$ cat src/hw/csis_pkg.sv
// Constants for the socket interrupt steering and control block.
// Assumes an 8-bit register port addressed by the socket A byte offsets.
package csis_pkg;
  // Register byte offsets for socket A; socket B sits one step higher
  localparam logic [7:0] OFS_IGC     = 8'h83;
  localparam logic [7:0] OFS_FLAGS   = 8'h84;
  localparam logic [7:0] OFS_SCC     = 8'h85;
  localparam logic [7:0] OFS_WEN     = 8'h86;
  localparam logic [7:0] OFS_CDG     = 8'h96;
  localparam logic [7:0] OFS_GLB     = 8'h9e;
  localparam logic [7:0] SOCK_B_STEP = 8'h40;

  localparam logic [7:0] RST_BYTE  = 8'h00;
  localparam logic [7:0] WEN_MASK  = 8'hdf;
  localparam logic [7:0] CDG_WMASK = 8'h3f;

  // Global control fields
  localparam int GLB_B_STYLE   = 4;
  localparam int GLB_A_STYLE   = 3;
  localparam int GLB_XACK      = 2;
  localparam int GLB_CSC_STYLE = 1;
  localparam int GLB_SLEEP     = 0;

  // Card detect and general control fields
  localparam int CDG_VS_HI   = 7;
  localparam int CDG_VS_LO   = 6;
  localparam int CDG_CFG_CLR = 1;

  // Interrupt and general control fields
  localparam int IGC_SOFT_RST  = 6;
  localparam int IGC_KIND      = 5;
  localparam int IGC_PCI_ROUTE = 4;
  localparam int IGC_STEER_LO  = 0;
  localparam int SCC_STEER_LO  = 4;

  localparam int STEER_W = 4;
  localparam int NUM_IRQ = 16;
  localparam int FLAG_W  = 4;
  localparam int NUM_WIN = 8;

  // Host IRQ numbers that a steering code may select
  localparam logic [NUM_IRQ-1:0] IRQ_VALID = 16'hdeb8;
endpackage

$ cat src/hw/csis_steer_if.sv
// Steering code and the decoded one-hot host IRQ select.
// Assumes one decoder per steering field.
interface csis_steer_if;
  logic [csis_pkg::STEER_W-1:0] code;
  logic [csis_pkg::NUM_IRQ-1:0] onehot;
  modport src (output code, input onehot);
  modport dec (input code, output onehot);
endinterface

$ cat src/hw/csis_top.sv
// Per-socket control: window enables, global and general control, IRQ steering.
// Assumes same-clock register port, window hit strobes and change events.
//
// Functional notes
// - One enable bit per window: I/O 1,0 at bits 7,6; memory 4..0 at 4..0.
// - Style bits select positive-edge ISA (0) or open-drain active-low PCI (1).
// - With explicit-ack select 0, reading the flag register clears pending changes.
// - With explicit-ack select 1, only writing 1 to a flag clears it.
// - Global bit 0 set enables chip power-down; clear means normal.
// - Voltage-sense pin levels read back as bits 7 and 6.
// - With clear-on-removal set, both card detects high reset configuration.
// - Soft reset bit 0 drives card reset high, 1 drives it low.
// - Kind bit 1 selects I/O card and enables the I/O multiplexer.
// - Change steering uses same coding; ignored while route-select and pci_csc_route_en are both set.
// - A steered change interrupt stays asserted until the flags are acknowledged (read, or write-back of 1s with explicit-ack).
module csis_top #(
  parameter logic SOCK_B = 1'b0
) (
  input  wire logic                         clock,
  input  wire logic                         rst,
  input  wire logic [7:0]                   reg_addr,
  input  wire logic                         reg_wr,
  input  wire logic                         reg_rd,
  input  wire logic [7:0]                   reg_wdata,
  output logic      [7:0]                   reg_rdata,
  output logic                              reg_rvalid,
  input  wire logic [csis_pkg::NUM_WIN-1:0] win_hit,
  output logic      [csis_pkg::NUM_WIN-1:0] win_fwd,
  input  wire logic [csis_pkg::FLAG_W-1:0]  card_status_change,
  input  wire logic                         pci_csc_route_en,
  input  wire logic                         card_irq_req,
  input  wire logic                         card_detect_a_n,
  input  wire logic                         card_detect_b_n,
  input  wire logic                         volt_sense_hi,
  input  wire logic                         volt_sense_lo,
  output logic      [csis_pkg::NUM_IRQ-1:0] host_irq_out,
  output logic      [csis_pkg::NUM_IRQ-1:0] host_irq_oe,
  output logic                              pci_int_n_out,
  output logic                              pci_int_n_oe,
  output logic                              card_reset_out,
  output logic                              io_card_mux_en,
  output logic                              chip_sleep,
  output logic                              config_cleared
);
  typedef struct packed {
    logic [7:0]                   win_en;
    logic [7:0]                   glb;
    logic [7:0]                   cdg;
    logic [7:0]                   igc;
    logic [7:0]                   scc;
    logic [csis_pkg::FLAG_W-1:0]  flags;
    logic [7:0]                   rdata;
    logic                         rvalid;
    logic [csis_pkg::NUM_WIN-1:0] fwd;
    logic [csis_pkg::NUM_IRQ-1:0] irq_out;
    logic [csis_pkg::NUM_IRQ-1:0] irq_oe;
    logic                         pci_out;
    logic                         pci_oe;
    logic                         card_rst;
    logic                         mux_en;
    logic                         sleep;
    logic                         cfg_clr;
  } csis_state_s;

  csis_state_s state_r;
  csis_state_s state_nxt;

  // Positions in the synchronised pin bundle
  localparam int PIN_IRQ   = 0;
  localparam int PIN_DET_A = 1;
  localparam int PIN_DET_B = 2;
  localparam int PIN_VS_LO = 3;
  localparam int PIN_VS_HI = 4;
  localparam int PIN_W     = 5;

  // Pin levels: card request, two detects, two voltage senses
  logic [PIN_W-1:0] pins_raw;
  logic [PIN_W-1:0] pins_sync;

  assign pins_raw = {volt_sense_hi, volt_sense_lo, card_detect_b_n, card_detect_a_n, card_irq_req};

  csis_sync #(
    .W (PIN_W)
  ) u_sync (
    .clock (clock),
    .rst   (rst),
    .d     (pins_raw),
    .q     (pins_sync)
  );

  csis_steer_if card_steer ();
  csis_steer_if chg_steer ();

  assign card_steer.code = state_r.igc[csis_pkg::IGC_STEER_LO +: csis_pkg::STEER_W];
  assign chg_steer.code  = state_r.scc[csis_pkg::SCC_STEER_LO +: csis_pkg::STEER_W];

  csis_steer_dec u_card_dec (
    .s (card_steer.dec)
  );

  csis_steer_dec u_chg_dec (
    .s (chg_steer.dec)
  );

  logic [7:0]                   sock_step;
  logic                         hit_igc;
  logic                         hit_flags;
  logic                         hit_scc;
  logic                         hit_wen;
  logic                         hit_cdg;
  logic                         hit_glb;
  logic                         removed;
  logic                         card_style_pci;
  logic                         csc_style_pci;
  logic                         csc_pend;
  logic                         csc_to_pci;
  logic [csis_pkg::NUM_IRQ-1:0] card_sel;
  logic [csis_pkg::NUM_IRQ-1:0] csc_sel;
  logic [csis_pkg::NUM_IRQ-1:0] card_act;
  logic [csis_pkg::NUM_IRQ-1:0] csc_act;
  logic [csis_pkg::NUM_IRQ-1:0] isa_drive;
  logic [csis_pkg::FLAG_W-1:0]  flag_clr;
  logic                         wr_wen;
  logic                         wr_glb;
  logic                         wr_cdg;
  logic                         wr_igc;
  logic                         wr_scc;
  logic                         flag_rd_ack;
  logic                         flag_wr_ack;
  logic                         cfg_clear_now;
  logic [csis_pkg::FLAG_W-1:0]  flag_nxt;
  logic [csis_pkg::NUM_WIN-1:0] win_open;
  logic [csis_pkg::NUM_IRQ-1:0] line_out;
  logic [csis_pkg::NUM_IRQ-1:0] line_oe;
  logic [7:0]                   cdg_view;
  logic [7:0]                   rd_sel;

  assign sock_step = SOCK_B ? csis_pkg::SOCK_B_STEP : csis_pkg::RST_BYTE;
  assign hit_igc   = (reg_addr == 8'(csis_pkg::OFS_IGC + sock_step));
  assign hit_flags = (reg_addr == 8'(csis_pkg::OFS_FLAGS + sock_step));
  assign hit_scc   = (reg_addr == 8'(csis_pkg::OFS_SCC + sock_step));
  assign hit_wen   = (reg_addr == 8'(csis_pkg::OFS_WEN + sock_step));
  assign hit_cdg   = (reg_addr == 8'(csis_pkg::OFS_CDG + sock_step));
  assign hit_glb   = (reg_addr == 8'(csis_pkg::OFS_GLB + sock_step));

  assign wr_wen = reg_wr & hit_wen;
  assign wr_glb = reg_wr & hit_glb;
  assign wr_cdg = reg_wr & hit_cdg;
  assign wr_igc = reg_wr & hit_igc;
  assign wr_scc = reg_wr & hit_scc;

  // Detect pins are active low, so both high means the card is out
  assign removed       = pins_sync[PIN_DET_A] & pins_sync[PIN_DET_B];
  assign cfg_clear_now = state_r.cdg[csis_pkg::CDG_CFG_CLR] & removed;

  assign card_style_pci = SOCK_B ? state_r.glb[csis_pkg::GLB_B_STYLE] : state_r.glb[csis_pkg::GLB_A_STYLE];
  assign csc_style_pci  = state_r.glb[csis_pkg::GLB_CSC_STYLE];

  assign csc_pend   = |state_r.flags;
  assign csc_to_pci = state_r.igc[csis_pkg::IGC_PCI_ROUTE] & pci_csc_route_en;

  assign card_sel = card_steer.onehot;
  assign csc_sel  = csc_to_pci ? '0 : chg_steer.onehot;
  assign card_act = card_sel & {csis_pkg::NUM_IRQ{pins_sync[PIN_IRQ]}};
  assign csc_act  = csc_sel & {csis_pkg::NUM_IRQ{csc_pend}};

  // Totem-pole lines are driven whenever selected; open-drain only while asserting
  genvar g;
  generate
    for (g = 0; g < csis_pkg::NUM_IRQ; g++)
    begin : g_irq
      logic card_isa;
      logic csc_isa;
      logic card_od;
      logic csc_od;

      assign card_isa     = card_sel[g] & ~card_style_pci;
      assign csc_isa      = csc_sel[g] & ~csc_style_pci;
      assign card_od      = card_act[g] & card_style_pci;
      assign csc_od       = csc_act[g] & csc_style_pci;
      assign isa_drive[g] = card_isa | csc_isa;
      // Sharing a line with mixed styles ORs both sources
      assign line_out[g]  = isa_drive[g] & (card_act[g] | csc_act[g]);
      assign line_oe[g]   = isa_drive[g] | card_od | csc_od;
    end
  endgenerate

  // Flag clearing depends on the acknowledge method
  assign flag_rd_ack = hit_flags & reg_rd & ~state_r.glb[csis_pkg::GLB_XACK];
  assign flag_wr_ack = hit_flags & reg_wr & state_r.glb[csis_pkg::GLB_XACK];

  generate
    for (g = 0; g < csis_pkg::FLAG_W; g++)
    begin : g_flag
      assign flag_clr[g] = flag_rd_ack | (flag_wr_ack & reg_wdata[g]);
      // A new event wins over a clear in the same cycle
      assign flag_nxt[g] = (state_r.flags[g] & ~flag_clr[g]) | card_status_change[g];
    end
  endgenerate

  // Reserved enable position never opens a window
  generate
    for (g = 0; g < csis_pkg::NUM_WIN; g++)
    begin : g_win
      assign win_open[g] = state_r.win_en[g] & csis_pkg::WEN_MASK[g];
    end
  endgenerate

  // Sense bits show the synchronised pin levels, the rest the stored byte
  always_comb
  begin
    cdg_view                      = state_r.cdg;
    cdg_view[csis_pkg::CDG_VS_HI] = pins_sync[PIN_VS_HI];
    cdg_view[csis_pkg::CDG_VS_LO] = pins_sync[PIN_VS_LO];
  end

  // Byte that a read of the decoded address returns
  always_comb
  begin
    rd_sel = csis_pkg::RST_BYTE;
    unique case (1'b1)
      hit_wen:   rd_sel = state_r.win_en;
      hit_glb:   rd_sel = state_r.glb;
      hit_igc:   rd_sel = state_r.igc;
      hit_scc:   rd_sel = state_r.scc;
      hit_flags: rd_sel = 8'(state_r.flags);
      hit_cdg:   rd_sel = cdg_view;
      default:   rd_sel = csis_pkg::RST_BYTE;
    endcase
  end

  always_comb
  begin
    state_nxt = state_r;

    // Register writes
    if (wr_wen)
      state_nxt.win_en = reg_wdata & csis_pkg::WEN_MASK;
    if (wr_glb)
      state_nxt.glb = reg_wdata;
    if (wr_cdg)
      state_nxt.cdg = reg_wdata & csis_pkg::CDG_WMASK;
    if (wr_igc)
      state_nxt.igc = reg_wdata;
    if (wr_scc)
      state_nxt.scc = reg_wdata;

    // Flags after acknowledge and new events
    state_nxt.flags = flag_nxt;

    // With clear-on-removal set, removal clears the slot configuration
    state_nxt.cfg_clr = 1'b0;
    if (cfg_clear_now)
    begin
      state_nxt.win_en  = csis_pkg::RST_BYTE;
      state_nxt.igc     = csis_pkg::RST_BYTE;
      state_nxt.scc     = csis_pkg::RST_BYTE;
      state_nxt.cfg_clr = 1'b1;
    end

    // Read data, one cycle after the strobe
    state_nxt.rvalid = reg_rd;
    state_nxt.rdata  = reg_rd ? rd_sel : csis_pkg::RST_BYTE;

    // Window forwarding
    state_nxt.fwd = win_hit & win_open;

    // Host IRQ pins
    state_nxt.irq_out = line_out;
    state_nxt.irq_oe  = line_oe;
    state_nxt.pci_out = 1'b0;
    state_nxt.pci_oe  = csc_to_pci & csc_pend;

    // General and global control outputs
    state_nxt.card_rst = ~state_r.igc[csis_pkg::IGC_SOFT_RST];
    state_nxt.mux_en   = state_r.igc[csis_pkg::IGC_KIND];
    state_nxt.sleep    = state_r.glb[csis_pkg::GLB_SLEEP];
  end

  always_ff @(posedge clock)
  begin
    if (rst)
    begin
      state_r          <= '0;
      state_r.card_rst <= 1'b1;
    end
    else
      state_r <= state_nxt;
  end

  assign reg_rdata      = state_r.rdata;
  assign reg_rvalid     = state_r.rvalid;
  assign win_fwd        = state_r.fwd;
  assign host_irq_out   = state_r.irq_out;
  assign host_irq_oe    = state_r.irq_oe;
  assign pci_int_n_out  = state_r.pci_out;
  assign pci_int_n_oe   = state_r.pci_oe;
  assign card_reset_out = state_r.card_rst;
  assign io_card_mux_en = state_r.mux_en;
  assign chip_sleep     = state_r.sleep;
  assign config_cleared = state_r.cfg_clr;
endmodule

$ cat src/hw/csis_steer_dec.sv
// Decoder from a 4-bit steering code to a one-hot host IRQ select.
// Assumes the code comes from a register on the same clock.
module csis_steer_dec (
  csis_steer_if.dec s
);
  genvar i;
  generate
    for (i = 0; i < csis_pkg::NUM_IRQ; i++)
    begin : g_line
      // Code equals IRQ number; zero and reserved codes select nothing
      assign s.onehot[i] = (s.code == csis_pkg::STEER_W'(i)) && csis_pkg::IRQ_VALID[i];
    end
  endgenerate
endmodule

$ cat src/hw/csis_sync.sv
// Two-flop synchroniser for a vector of pin levels.
// Assumes each bit is an independent slow level.
module csis_sync #(
  parameter int W = 1
) (
  input  wire logic         clock,
  input  wire logic         rst,
  input  wire logic [W-1:0] d,
  output logic      [W-1:0] q
);
  typedef struct packed {
    logic [W-1:0] s1;
    logic [W-1:0] s2;
  } csis_sync_s;

  csis_sync_s state_r;
  csis_sync_s state_nxt;

  always_comb
  begin
    state_nxt    = state_r;
    state_nxt.s1 = d;
    state_nxt.s2 = state_r.s1;
  end

  always_ff @(posedge clock)
  begin
    if (rst)
      state_r <= '0;
    else
      state_r <= state_nxt;
  end

  assign q = state_r.s2;
endmodule

$ cat config.mk
export PLATFORM = sky130hd
export DESIGN_NAME = csis_top
export DESIGN_NICKNAME = d
export VERILOG_FILES = /design/src/hw/csis_pkg.sv /design/src/hw/csis_steer_if.sv /design/src/hw/csis_top.sv /design/src/hw/csis_steer_dec.sv /design/src/hw/csis_sync.sv
export SDC_FILE = /design/constraint.sdc
export NUM_CORES = 1
export LEC_CHECK = 0
export BUFFER_PORTS_ARGS = -buffer_cell sky130_fd_sc_hd__buf_4
export CAP_MARGIN = 20
export CORE_MARGIN = 1
export CORE_UTILIZATION = 49
export CTS_CLUSTER_DIAMETER = 120
export CTS_CLUSTER_SIZE = 30
export DETAILED_ROUTE_END_ITERATION = 16
export GPL_TIMING_DRIVEN = 0
export PLACE_DENSITY = 0.76
export SLEW_MARGIN = 5
export SYNTH_ARGS = -nofsm -noshare
export SYNTH_HDL_FRONTEND = slang
export SYNTH_SLANG_ARGS = --single-unit
$ cat constraint.sdc
create_clock -name clock -period 1.3 [get_ports clock]
set_clock_uncertainty 0.05 [all_clocks]
set_input_delay 0.065 -clock clock [delete_from_list [all_inputs] [get_ports clock]]
set_output_delay 0.065 -clock clock [all_outputs]
set_load 0.05 [all_outputs]
### Word level (Yosys, flattened, before mapping)

Cells that the tools add are included.
W data, S select, Z words.

* register bits: 105
* latch bits: 0
* memory bits (writable): 0
* memory bits (read-only): 0
* input bits: 38
* output and inout port bits: 55
* word-level logic and storage cells: 223
* memories: 0

* add/subtract/negate cells: 0
* multiply operators: 0
* div/mod/pow operators: 0
* magnitude comparators: 0
* equal/unequal tests: 26
* shift-type cells: 0
* mux-type cells: 3
* bitwise logic cells: 173
* reduce and logical (&&, ||, !) cells: 3

Operator list (count)
* $and A1 B1 Y1: 95
* $or A1 B1 Y1: 66
* $eq A4 B4 Y1 const B: 12
* $eq A8 B8 Y1 const B: 6
* $pmux W8 S6: 1
* $and A16 B16 Y16: 2
* $eq A4 B3 Y1 const B: 6
* $mux W16: 1
* $not A1 Y1: 9
* $and A8 B8 Y8: 1
* $eq A4 B2 Y1 const B: 2
* $reduce_or A2 Y1: 2
* $reduce_or A4 Y1: 1
* $mux W1: 1

### Depth between registers and ports, before layout

Gate-level depths: netlist of run 1.

* depth after elaboration: 8
* depth in mapped cells: 7

### By module

Synthesis of run 1 repeated with hierarchy kept, for this count alone.

* cell total of the unflattened synthesis: 506
* area total of the unflattened synthesis: 4734.5 um2

Modules (own cells, without submodules)
* csis_top: instances 1, cells an instance 452, area each 4134.0 um2, sequential area each 1881.8 um2
* csis_steer_dec: instances 2, cells an instance 17, area each 168.9 um2, sequential area each 0.0 um2
* csis_sync: instances 1, cells an instance 20, area each 262.8 um2, sequential area each 200.2 um2

### Worst setup path before layout of run 1

OpenSTA, ideal clock, no wires.

* path kind: reg-to-reg
* from: reg state_r[55] (netlist name)
* to: reg state_r (netlist bit host_irq_out[10])
* arrival time: 1.272 ns
* setup slack: -0.140 ns
* stages on the path, launching flop included: 5
* path buffers: 0
* period minus slack after synthesis: 1.440 ns
* cells stage by stage: dfxtp_1 > or4_1 > a41oi_1 > o22ai_1 > o2bb2ai_1

* longest elaborated chain between the ends: 4

Ends and longest elaborated chain
* start, declared: RTL line csis_top.sv:65 `csis_state_s state_r;`
* start signal, assigned: RTL line csis_top.sv:288 `state_r <= state_nxt;`
* $reduce_or A4 Y1: RTL line csis_top.sv:159 `assign csc_pend = |state_r.flags;`
* $and A16 B16 Y16: RTL line csis_top.sv:165 `assign csc_act = csc_sel & {csis_pkg::NUM_IRQ{csc_pend}};`
* $or A1 B1 Y1: RTL line csis_top.sv:183 `assign line_out[g] = isa_drive[g] & (card_act[g] | csc_act[g]);`
* $and A1 B1 Y1: RTL line csis_top.sv:183

No other way between the ends.
A chain may end at the register's enable or synchronous reset.

### Worst setup path after layout of run 1

* from: reg state_r[57] (netlist name)
* to: reg state_r (netlist bit host_irq_oe[3])

* longest elaborated chain between the ends: 4

Ends and longest elaborated chain
* $reduce_or A4 Y1: RTL line csis_top.sv:159
* $and A16 B16 Y16: RTL line csis_top.sv:165
* $and A1 B1 Y1: RTL line csis_top.sv:180 `assign csc_od = csc_act[g] & csc_style_pci;`
* $or A1 B1 Y1: RTL line csis_top.sv:184 `assign line_oe[g] = isa_drive[g] | card_od | csc_od;`

No other way between the ends.

==> results.py, run 1 <==
metrics = {
    "clock_tree": {
        "insertion_delay_ns": 0.36,
        "cts_root_buf": "clkbuf_8",
        "cts_buffers": 9,
        "htree_levels": 3,
        "cts.path.max_buffers": 2,
        "cts_tree": "built",
        "clk_pin_slew_ns": 0.09,
        "cts_sinks": 92,
    },
    "worst_setup_path": {
        "startpoint_type": "flip-flop",
        "end_kind": "flip-flop",
        "crit_arrival_ns": 1.67,
        "path_class": "flip-flop to flip-flop",
        "critPathMaxFanout": 4,
        "required_ns": 1.48,
    },
    "route": {
        "wl_mm": 12.5,
        "vias_per_cell": 5.75,
        "post-route-drc-count": 0,
        "first_pass_iters": 7,
        "vias": 4189,
        "drt-initial-drc-count": 320,
        "drtAntennaViolNets": 0,
        "wl_per_cell_um": 17.2,
    },
    "run": {
        "cap_violations": 0,
    },
    "power": {
        "power_leakage_nw": 2.54,
        "vdd_ir_drop_max_mv": 0.751,
        "powerDensity_nw_per_um2": 930,
    },
    "timing": {
        "grt_setup_unrepaired": "yes",
        "finalWorstSetupSlack_ns": -0.188,
        "hold_violations": 0,
        "period_needed_ns": 1.49,
        "slew_viol_final": 0,
        "worst_hold_slack_ns": 0.0561,
        "period_share_pct": 114,
        "timing.fmax_mhz": 672,
        "setup_viol": 15,
        "slew-limit-headroom_pct": 57.7,
        "worst_pin_slew_ns": 0.635,
    },
    "cells_and_area": {
        "fin_util_pct": 70.3,
        "syn2layout_area_growth_pct": 36.1,
        "final_nets": 656,
        "diodes": 0,
        "layout_common_cells": "135 x buf_4, 76 x dfxtp_1, 48 x nor2_1, 31 x nand2_1, 29 x mux2i_1",
        "drive_above_1_share_pct": 36.4,
        "seqCellArea_um2": 1880,
        "fillers": 672,
        "multiInputGateArea_um2": 2290,
        "final_common_cell": "buf_4",
    },
    "global_route": {
        "grt_max_degree": 15,
        "grt_pass1_vias": 3721,
        "grt_pass1_wl_mm": 19.0,
        "grt_usage_pct": 27.5,
        "grt_overflow": 0,
        "antenna_found_initial": 0,
    },
    "floorplanning": {
        "dieArea_um2": 9220,
        "die_width_um": 96.0,
        "initial_utilization_pct": 51.6,
        "num_rows": 33,
        "core_um2": 8380,
        "boundaryPins": 93,
        "die_y_um": 96.0,
    },
    "yosys": {
        "synth_area_um2": 4330,
        "yosys_warnings": 0,
        "avgSynthCellArea_um2": 8.82,
        "yosys_most_used_dff": "dfxtp_1",
        "synth-seq-area-share_pct": 42.5,
        "synth_edf_count": 0,
        "ys_ff_latch": 92,
        "async_reset_ff_share_pct": 0,
        "ys_types": 57,
        "postSynthCellCount": 491,
    },
    "placed_design": {
        "place_ws_ns": -0.442,
        "dp_hpwl_mm": 8.65,
        "gp_routability_congestion": 0.964,
        "io_buffers": 73,
    },
    "hold_path": {
        "hold_path.class": "input port to flip-flop",
    },
    "outcome": {
        "status": "finished, violations left",
        "violations": "negative setup slack",
    },
}
==> flip-flops by register name (all words and copies together) (netlist names) <==
name              count
card_reset_out        1
card_steer.code       4
card_style_pci        1
cdg_view              6
chg_steer.code        4
chip_sleep            1
config_cleared        1
csc_style_pci         1
host_irq_oe          10
host_irq_out         10
io_card_mux_en        1
pci_int_n_oe          1
reg_rdata             8
reg_rvalid            1
state_nxt             2
state_r              23
u_sync.q              5
u_sync.state_nxt      5
win_fwd               7
==> kinds of logic (layout without fill, tap and decap cells) <==
kind of cell | after synthesis | in the layout | synth area share [%]
simple gates | 186 | 187 | 23.1
mux | 29 | 29 | 6.71
flops | 92 | 92 | 42.5
other cells | 1 | 14 | 0.0866
compound gates | 102 | 102 | 15.9
buf+inv | 81 | 199 | 11.7
==> per-layer routing <==
| layer | vias up | part of all wire [%] | GRT usage, % |
|---|---|---|---|
| met4 | 0 | 2.7 | 11.8 |
| met5 | - | 0 | 0 |
| li1 | 1947 | - | - |
| met2 | 223 | 48 | 43.7 |
| met1 | 1978 | 41 | 37.0 |
| met3 | 41 | 8.2 | 4.27 |
==> cell type report <==
type / instances / area share, %
clock inverters: 3 / 0.743
clock buffers: 13 / 2.70
well taps: 105 / 2.23
flip-flops and latches: 92 / 31.9
plain buffers: 71 / 8.30
repair buffers: 109 / 15.1
multi-input cells: 332 / 38.8
inverters: 3 / 0.191
==> cell usage after synthesis (6+ instances only) <==
cell       number  area (um^2)
dfxtp_1        92         1840
nor2_1         56          210
buf_4          50          375
nand2_1        32          120
mux2i_1        29          290
o21ai_0        26          130
nand3_1        25          125
nor2b_1        22          138
clkbuf_1       20         75.1
a21oi_1        13         65.1
a31oi_1         9         56.3
nand2b_1        7         43.8
o22ai_1         7         43.8
a22oi_1         6         45.0
a32oi_1         6         52.6
buf_2           6         30.0
o2bb2ai_1       6         52.6
==> power by group <==
part / total, mW / switching (mW) / internal (mW)
clock: 2.01 / 1.01 / 1.00
sequential: 2.85 / 0.0245 / 2.83
combinational: 0.615 / 0.361 / 0.254
total: 5.48 / 1.40 / 4.09
==> critical path, cell delays in order, from the launching register on <==
cell       delay, ns
dfxtp_2         0.36
or4_4           0.57
nor2_2          0.11
a2bb2oi_1       0.17
o21ai_1         0.09
==> timing repair <==
item                                    in CTS  in global routing
gates cloned                                 1                  0
hold buffers                                25                  0
setup buffers                                2                  9
pin swaps                                   11                  7
resized for setup                           64                 29
endpoints found under the setup margin      57                 58
hold endpoints to repair                    54                  0
==> final timing paths <==
kind / from / cells past startpoint / slack (ns) / to
setup / recovery: state_r[57] / 4 / -0.19 / host_irq_oe[3]
hold / removal: pci_csc_route_en / 4 / 0.06 / host_irq_out[10]
setup reg to reg: state_r[57] / 4 / -0.19 / host_irq_oe[3]
hold reg to reg: state_r[73] / 1 / 0.38 / card_reset_out
==> through the flow <==
| step | instances | power, mW | setup TNS, ns | instance area, um^2 |
|---|---|---|---|---|
| after floorplan | 504 | 3.25 | -0.274 | 4420 |
| after global placement | 682 | 3.42 | -18.93 | 5100 |
| after detailed placement | 682 | 3.43 | -21.12 | 5100 |
| after CTS | 721 | 5.47 | -0.943 | 5750 |
| after global routing | 728 | 5.66 | -1.52 | 5890 |
| final | 728 | 5.48 | -1.12 | 5890 |
(Power assumes the default switching activity.)
==> run 2: changes to the inputs <==
SKIP_LAST_GASP = 1   (was not set)
TNS_END_PERCENT = 20   (was not set)
==> results.py, run 2 (synthesis results as in run 1) <==
metrics = {
    "worst_setup_path": {
        "startpoint_type": "flip-flop",
        "crit_top_cell": "buf_4",
        "cp_top_family": "flip-flops",
        "required_ns": 1.51,
        "worst_path_max_delay_cell": "dfxtp_4",
        "end_kind": "flip-flop",
        "path_class": "flip-flop to flip-flop",
        "path_buf_inv": 2,
        "path_cells": "nor4_4 -> buf_4 -> buf_4 -> o2bb2ai_1 -> a32oi_1 -> o22ai_1",
        "critPathMaxFanout": 4,
        "crit_arrival_ns": 1.72,
        "max_stage_delay_ns": 0.38,
    },
    "floorplanning": {
        "boundaryPins": 93,
        "core_um2": 8380,
        "initial_utilization_pct": 51.6,
        "num_rows": 33,
        "die_width_um": 96.0,
        "die_y_um": 96.0,
        "dieArea_um2": 9220,
    },
    "power": {
        "clkPwrFrac_pct": 37.3,
        "power.internal_mw": 4.05,
        "p_sw_share_pct": 26.5,
        "powerDensity_nw_per_um2": 966,
        "power_mw": 5.51,
        "vdd_ir_drop_max_mv": 0.597,
        "pwr-share-seq_pct": 52.1,
        "p_sw_mw": 1.46,
        "power_leakage_nw": 2.50,
        "p_comb_share_pct": 10.7,
    },
    "clock_tree": {
        "cts_root_buf": "clkbuf_8",
        "cts_buffers": 9,
        "cts_tree": "built",
        "cts.path.max_buffers": 2,
        "htree_levels": 3,
        "insertion_delay_ns": 0.37,
        "cts_sinks": 92,
        "clk_pin_slew_ns": 0.10,
    },
    "placed_design": {
        "place_ws_ns": -0.446,
        "placed_cell_area_um2": 5090,
        "dp_hpwl_mm": 8.64,
        "io_buffers": 73,
        "gp_routability_congestion": 0.906,
    },
    "cells_and_area": {
        "diodes": 0,
        "design_area_um2": 5710,
        "layout_common_cells": "129 x buf_4, 80 x dfxtp_1, 52 x nor2_1, 32 x nand2_1, 29 x mux2i_1",
        "syn2layout_area_growth_pct": 31.9,
        "final_nets": 652,
        "top_register": "state_r",
        "drive_above_1_share_pct": 32.0,
        "largest_register_ffs": 23,
        "final_common_cell": "buf_4",
    },
    "timing": {
        "slew-limit-headroom_pct": 58.3,
        "setup_viol": 35,
        "worst_pin_slew_ns": 0.626,
        "finalWorstSetupSlack_ns": -0.211,
        "setup_tns_ns": -2.99,
        "period_needed_ns": 1.51,
        "slew_viol_final": 0,
        "worst_hold_slack_ns": 0.0571,
        "period_share_pct": 116,
        "grt_setup_unrepaired": "yes",
        "timing.fmax_mhz": 662,
        "hold_violations": 0,
    },
    "route": {
        "drt-initial-drc-count": 208,
        "vias": 4033,
        "drtAntennaViolNets": 0,
        "wl_mm": 11.8,
        "vias_per_cell": 5.57,
        "first_pass_iters": 5,
        "wl_per_cell_um": 16.3,
        "post-route-drc-count": 0,
    },
    "global_route": {
        "grt_usage_pct": 26.9,
        "grt_overflow": 0,
        "grt_pass1_vias": 3754,
        "grt_max_degree": 17,
        "antenna_found_initial": 0,
        "grt_pass1_wl_mm": 18.5,
    },
    "outcome": {
        "violations": "negative setup slack",
        "status": "finished, violations left",
    },
    "hold_path": {
        "hold_path.class": "input port to flip-flop",
    },
    "run": {
        "cap_violations": 0,
    },
}
==> run 2: cell count changes in the layout (fill, tap and decap cells not counted), sizes merged <==
cell / change
inv: +1
nor2: -1
buf: -8
clkbuf: +2
clkinv: +2
==> run 2: power by group through the flow <==
stage	Clock, mW	Combinational (mW)	Sequential (mW)
finish	2.05	0.589	2.87
global route	2.17	0.625	2.87
detailed placement	0	0.489	2.93
floorplan	0	0.316	2.93
global placement	0	0.483	2.93
CTS	2.07	0.568	2.87
==> run 2: worst min-delay path: stages <==
cell	delay (ns)
buf_4	0.12
a21oi_4	0.08
nand4_1	0.10
o2bb2ai_1	0.06
==> run 2: path summary, 6_finish.rpt <==
kind	start	end	slack, ns	cells past startpoint
min reg2reg	u_sync.state_nxt[4]	u_sync.q[4]	0.40	1
max reg2reg	state_r[55]	host_irq_out[3]	-0.21	6
min	pci_csc_route_en	host_irq_out[10]	0.06	4
max	state_r[55]	host_irq_out[3]	-0.21	6
==> run 2: area by class of cell <==
cell class                 instances  area, um^2
buffer                            74         492
sequential                        92        1860
multi-input combinational        331        2170
fill                             689        2670
inverter                           3        11.3
tap                              105         131
timing repair buffer             103         836
clock buffer                      10         138
clock inverter                     6        70.1
==> run 2: metrics by stage <==
step | instances | util (%)
6_report | 724 | 68.1
2_1_floorplan | 504 | -
3_5_place_dp | 682 | 60.8
3_3_place_gp | 682 | 60.8
5_1_grt | 724 | 68.1
4_1_cts | 723 | 67.2
==> run 2: repair_timing <==
item / CTS / global route
resized for setup: 26 / 20
endpoints found under the hold margin: 53 / 0
endpoints found under the setup margin: 55 / 65
pin swaps: 5 / 4
hold buffers: 25 / 0
buffers inserted: 3 / 2
==> run 2: metal layers <==
metal  part of all wire [%]  GRT usage [%]  vias up
met5                      0              0        -
met4                    3.0           13.1        0
met3                    6.6           4.90       32
met2                     50           46.7      178
met1                     40           31.9     1881
li1                       -              -     1942
==> run 3: changes to the inputs <==
CORE_UTILIZATION = 51   (was 49)
CTS_BUF_LIST = sky130_fd_sc_hd__clkbuf_2   (was not set)
PLACE_DENSITY = 0.78   (was 0.76)
clock period = 1.29 ns   (was 1.3 ns; I/O delays follow)
==> results.py, run 3 (synthesis results as in run 1) <==
metrics = {
    "global_route": {
        "antenna_found_initial": 0,
        "grt_pass1_wl_mm": 19.5,
        "grt_max_degree": 16,
        "grt_pass1_vias": 4039,
        "grt_usage_pct": 29.1,
        "grt_overflow": 0,
    },
    "placed_design": {
        "dp_hpwl_mm": 8.52,
        "io_buffers": 73,
        "placed_cell_area_um2": 5090,
        "gp_routability_congestion": 0.919,
    },
    "route": {
        "vias_per_cell": 5.66,
        "vias": 4213,
        "wl_per_cell_um": 17.0,
        "first_pass_iters": 5,
        "drtAntennaViolNets": 0,
        "wl_mm": 12.6,
        "drt-initial-drc-count": 223,
        "post-route-drc-count": 0,
    },
    "power": {
        "power_leakage_nw": 2.60,
        "power_mw": 5.19,
        "powerDensity_nw_per_um2": 870,
        "vdd_ir_drop_max_mv": 0.834,
    },
    "floorplanning": {
        "initial_utilization_pct": 52.7,
        "die_width_um": 94.1,
        "dieArea_um2": 8860,
        "boundaryPins": 93,
        "core_um2": 8220,
        "num_rows": 33,
        "die_y_um": 94.1,
    },
    "timing": {
        "slew-limit-headroom_pct": 50.6,
        "setup_viol": 66,
        "period_needed_ns": 1.59,
        "grt_setup_unrepaired": "yes",
        "worst_pin_slew_ns": 0.741,
        "period_share_pct": 123,
        "timing.fmax_mhz": 629,
        "finalWorstSetupSlack_ns": -0.299,
        "setup_tns_ns": -4.61,
        "hold_violations": 0,
        "worst_hold_slack_ns": 0.00311,
        "slew_viol_final": 0,
    },
    "worst_setup_path": {
        "startpoint_type": "input port",
        "crit_arrival_ns": 2.02,
        "required_ns": 1.72,
        "path_class": "input port to flip-flop",
        "end_kind": "flip-flop",
        "worst_path_max_delay_cell": "dlygate4sd3_1",
        "critPathMaxFanout": 5,
        "max_stage_delay_ns": 0.60,
        "path_cells": "buf_4 -> dlygate4sd3_1 -> or4b_4 -> o311ai_1 -> o2111ai_2 -> a21oi_1",
        "cp_top_family": "buffers and inverters",
        "path_buf_inv": 2,
    },
    "cells_and_area": {
        "final_nets": 674,
        "layout_common_cells": "134 x buf_4, 77 x dfxtp_1, 51 x nor2_1, 36 x dlygate4sd3_1, 31 x nand2_1",
        "design_area_um2": 5970,
        "syn2layout_area_growth_pct": 37.8,
        "top_register": "state_r",
        "diodes": 0,
        "largest_register_ffs": 23,
        "fin_util_pct": 72.6,
        "drive_above_1_share_pct": 34.5,
        "final_common_cell": "buf_4",
    },
    "outcome": {
        "violations": "negative setup slack",
        "status": "finished, violations left",
    },
    "clock_tree": {
        "htree_levels": 3,
        "cts_root_buf": "clkbuf_2",
        "clk_pin_slew_ns": 0.25,
        "cts_tree": "built",
        "cts_sinks": 92,
        "insertion_delay_ns": 0.54,
        "cts_buffers": 9,
        "cts.path.max_buffers": 2,
    },
    "hold_path": {
        "hold_path.class": "input port to flip-flop",
    },
    "run": {
        "cap_violations": 0,
    },
}
[run 3: cell count changes in the layout (fill, tap and decap cells not counted), moves of 3 or more]
cell and change:
clkbuf_8 -10, clkbuf_2 +10, buf_4 +5, buf_6 +5, dfxtp_1 -3, dfxtp_2 -4, o21ai_0 -3, dfxtp_4 +7
dlygate4sd3_1 +11
[run 3: area by class of cell]
| class | instances | area, um^2 |
|---|---|---|
| Inverter | 3 | 11.3 |
| Fill cell | 626 | 2250 |
| Timing Repair Buffer | 124 | 1040 |
| Clock inverter | 6 | 88.8 |
| Sequential cell | 92 | 1880 |
| Tap cell | 105 | 131 |
| Multi-Input combinational cell | 331 | 2270 |
| Buffer | 75 | 500 |
| Clock buffer | 9 | 45.0 |
[run 3: metal layers]
metal | track usage [%] | share of wire [%] | up-vias | wire length (um)
li1 | - | - | 1981 | -
met5 | 0 | 0 | - | 0
met3 | 4.61 | 5.3 | 61 | 664
met4 | 18.2 | 5.2 | 0 | 659
met1 | 32.2 | 39 | 1964 | 4870
met2 | 51.6 | 51 | 207 | 6440
[run 3: what timing repair did]
action                                 4_1_cts  5_1_grt
pin swaps                                    7        7
hold buffers                                34        3
buffers inserted                            12        3
setup endpoints to repair                   74       93
gates resized for setup                     41       45
endpoints found under the hold margin       70        7
[run 3: stage by stage]
stage	cells	setup slack (ns)
2_1_floorplan	504	-0.112
3_3_place_gp	682	-0.392
3_5_place_dp	682	-0.467
4_1_cts	740	-0.196
5_1_grt	745	-0.284
6_report	745	-0.299
[run 3: power by group]
group          leakage (nW)  internal (mW)  switching [mW]
Clock                0.0760          0.635           0.989
Combinational          1.77          0.299           0.378
Sequential            0.754           2.86          0.0229
Total                  2.60           3.80            1.39
[run 3: final timing paths]
| kind | endpoint | startpoint | slack (ns) | cells past startpoint |
|---|---|---|---|---|
| worst max-delay path | reg_rdata[5] | reg_addr[2] | -0.30 | 6 |
| worst min-delay path | reg_rdata[7] | reg_addr[4] | 0.003 | 5 |
| worst max register to register | host_irq_out[10] | state_r[55] | -0.21 | 4 |
| worst min register to register | u_sync.q[2] | u_sync.state_nxt[2] | 0.40 | 1 |
[run 3: tightest hold or removal path, delay by kind of cell]
kind / cells / cell delay [ns]
AOI/OAI and AO/OA: 2 / 0.14
buffers and inverters: 1 / 0.14
and+or+nand+nor: 2 / 0.24
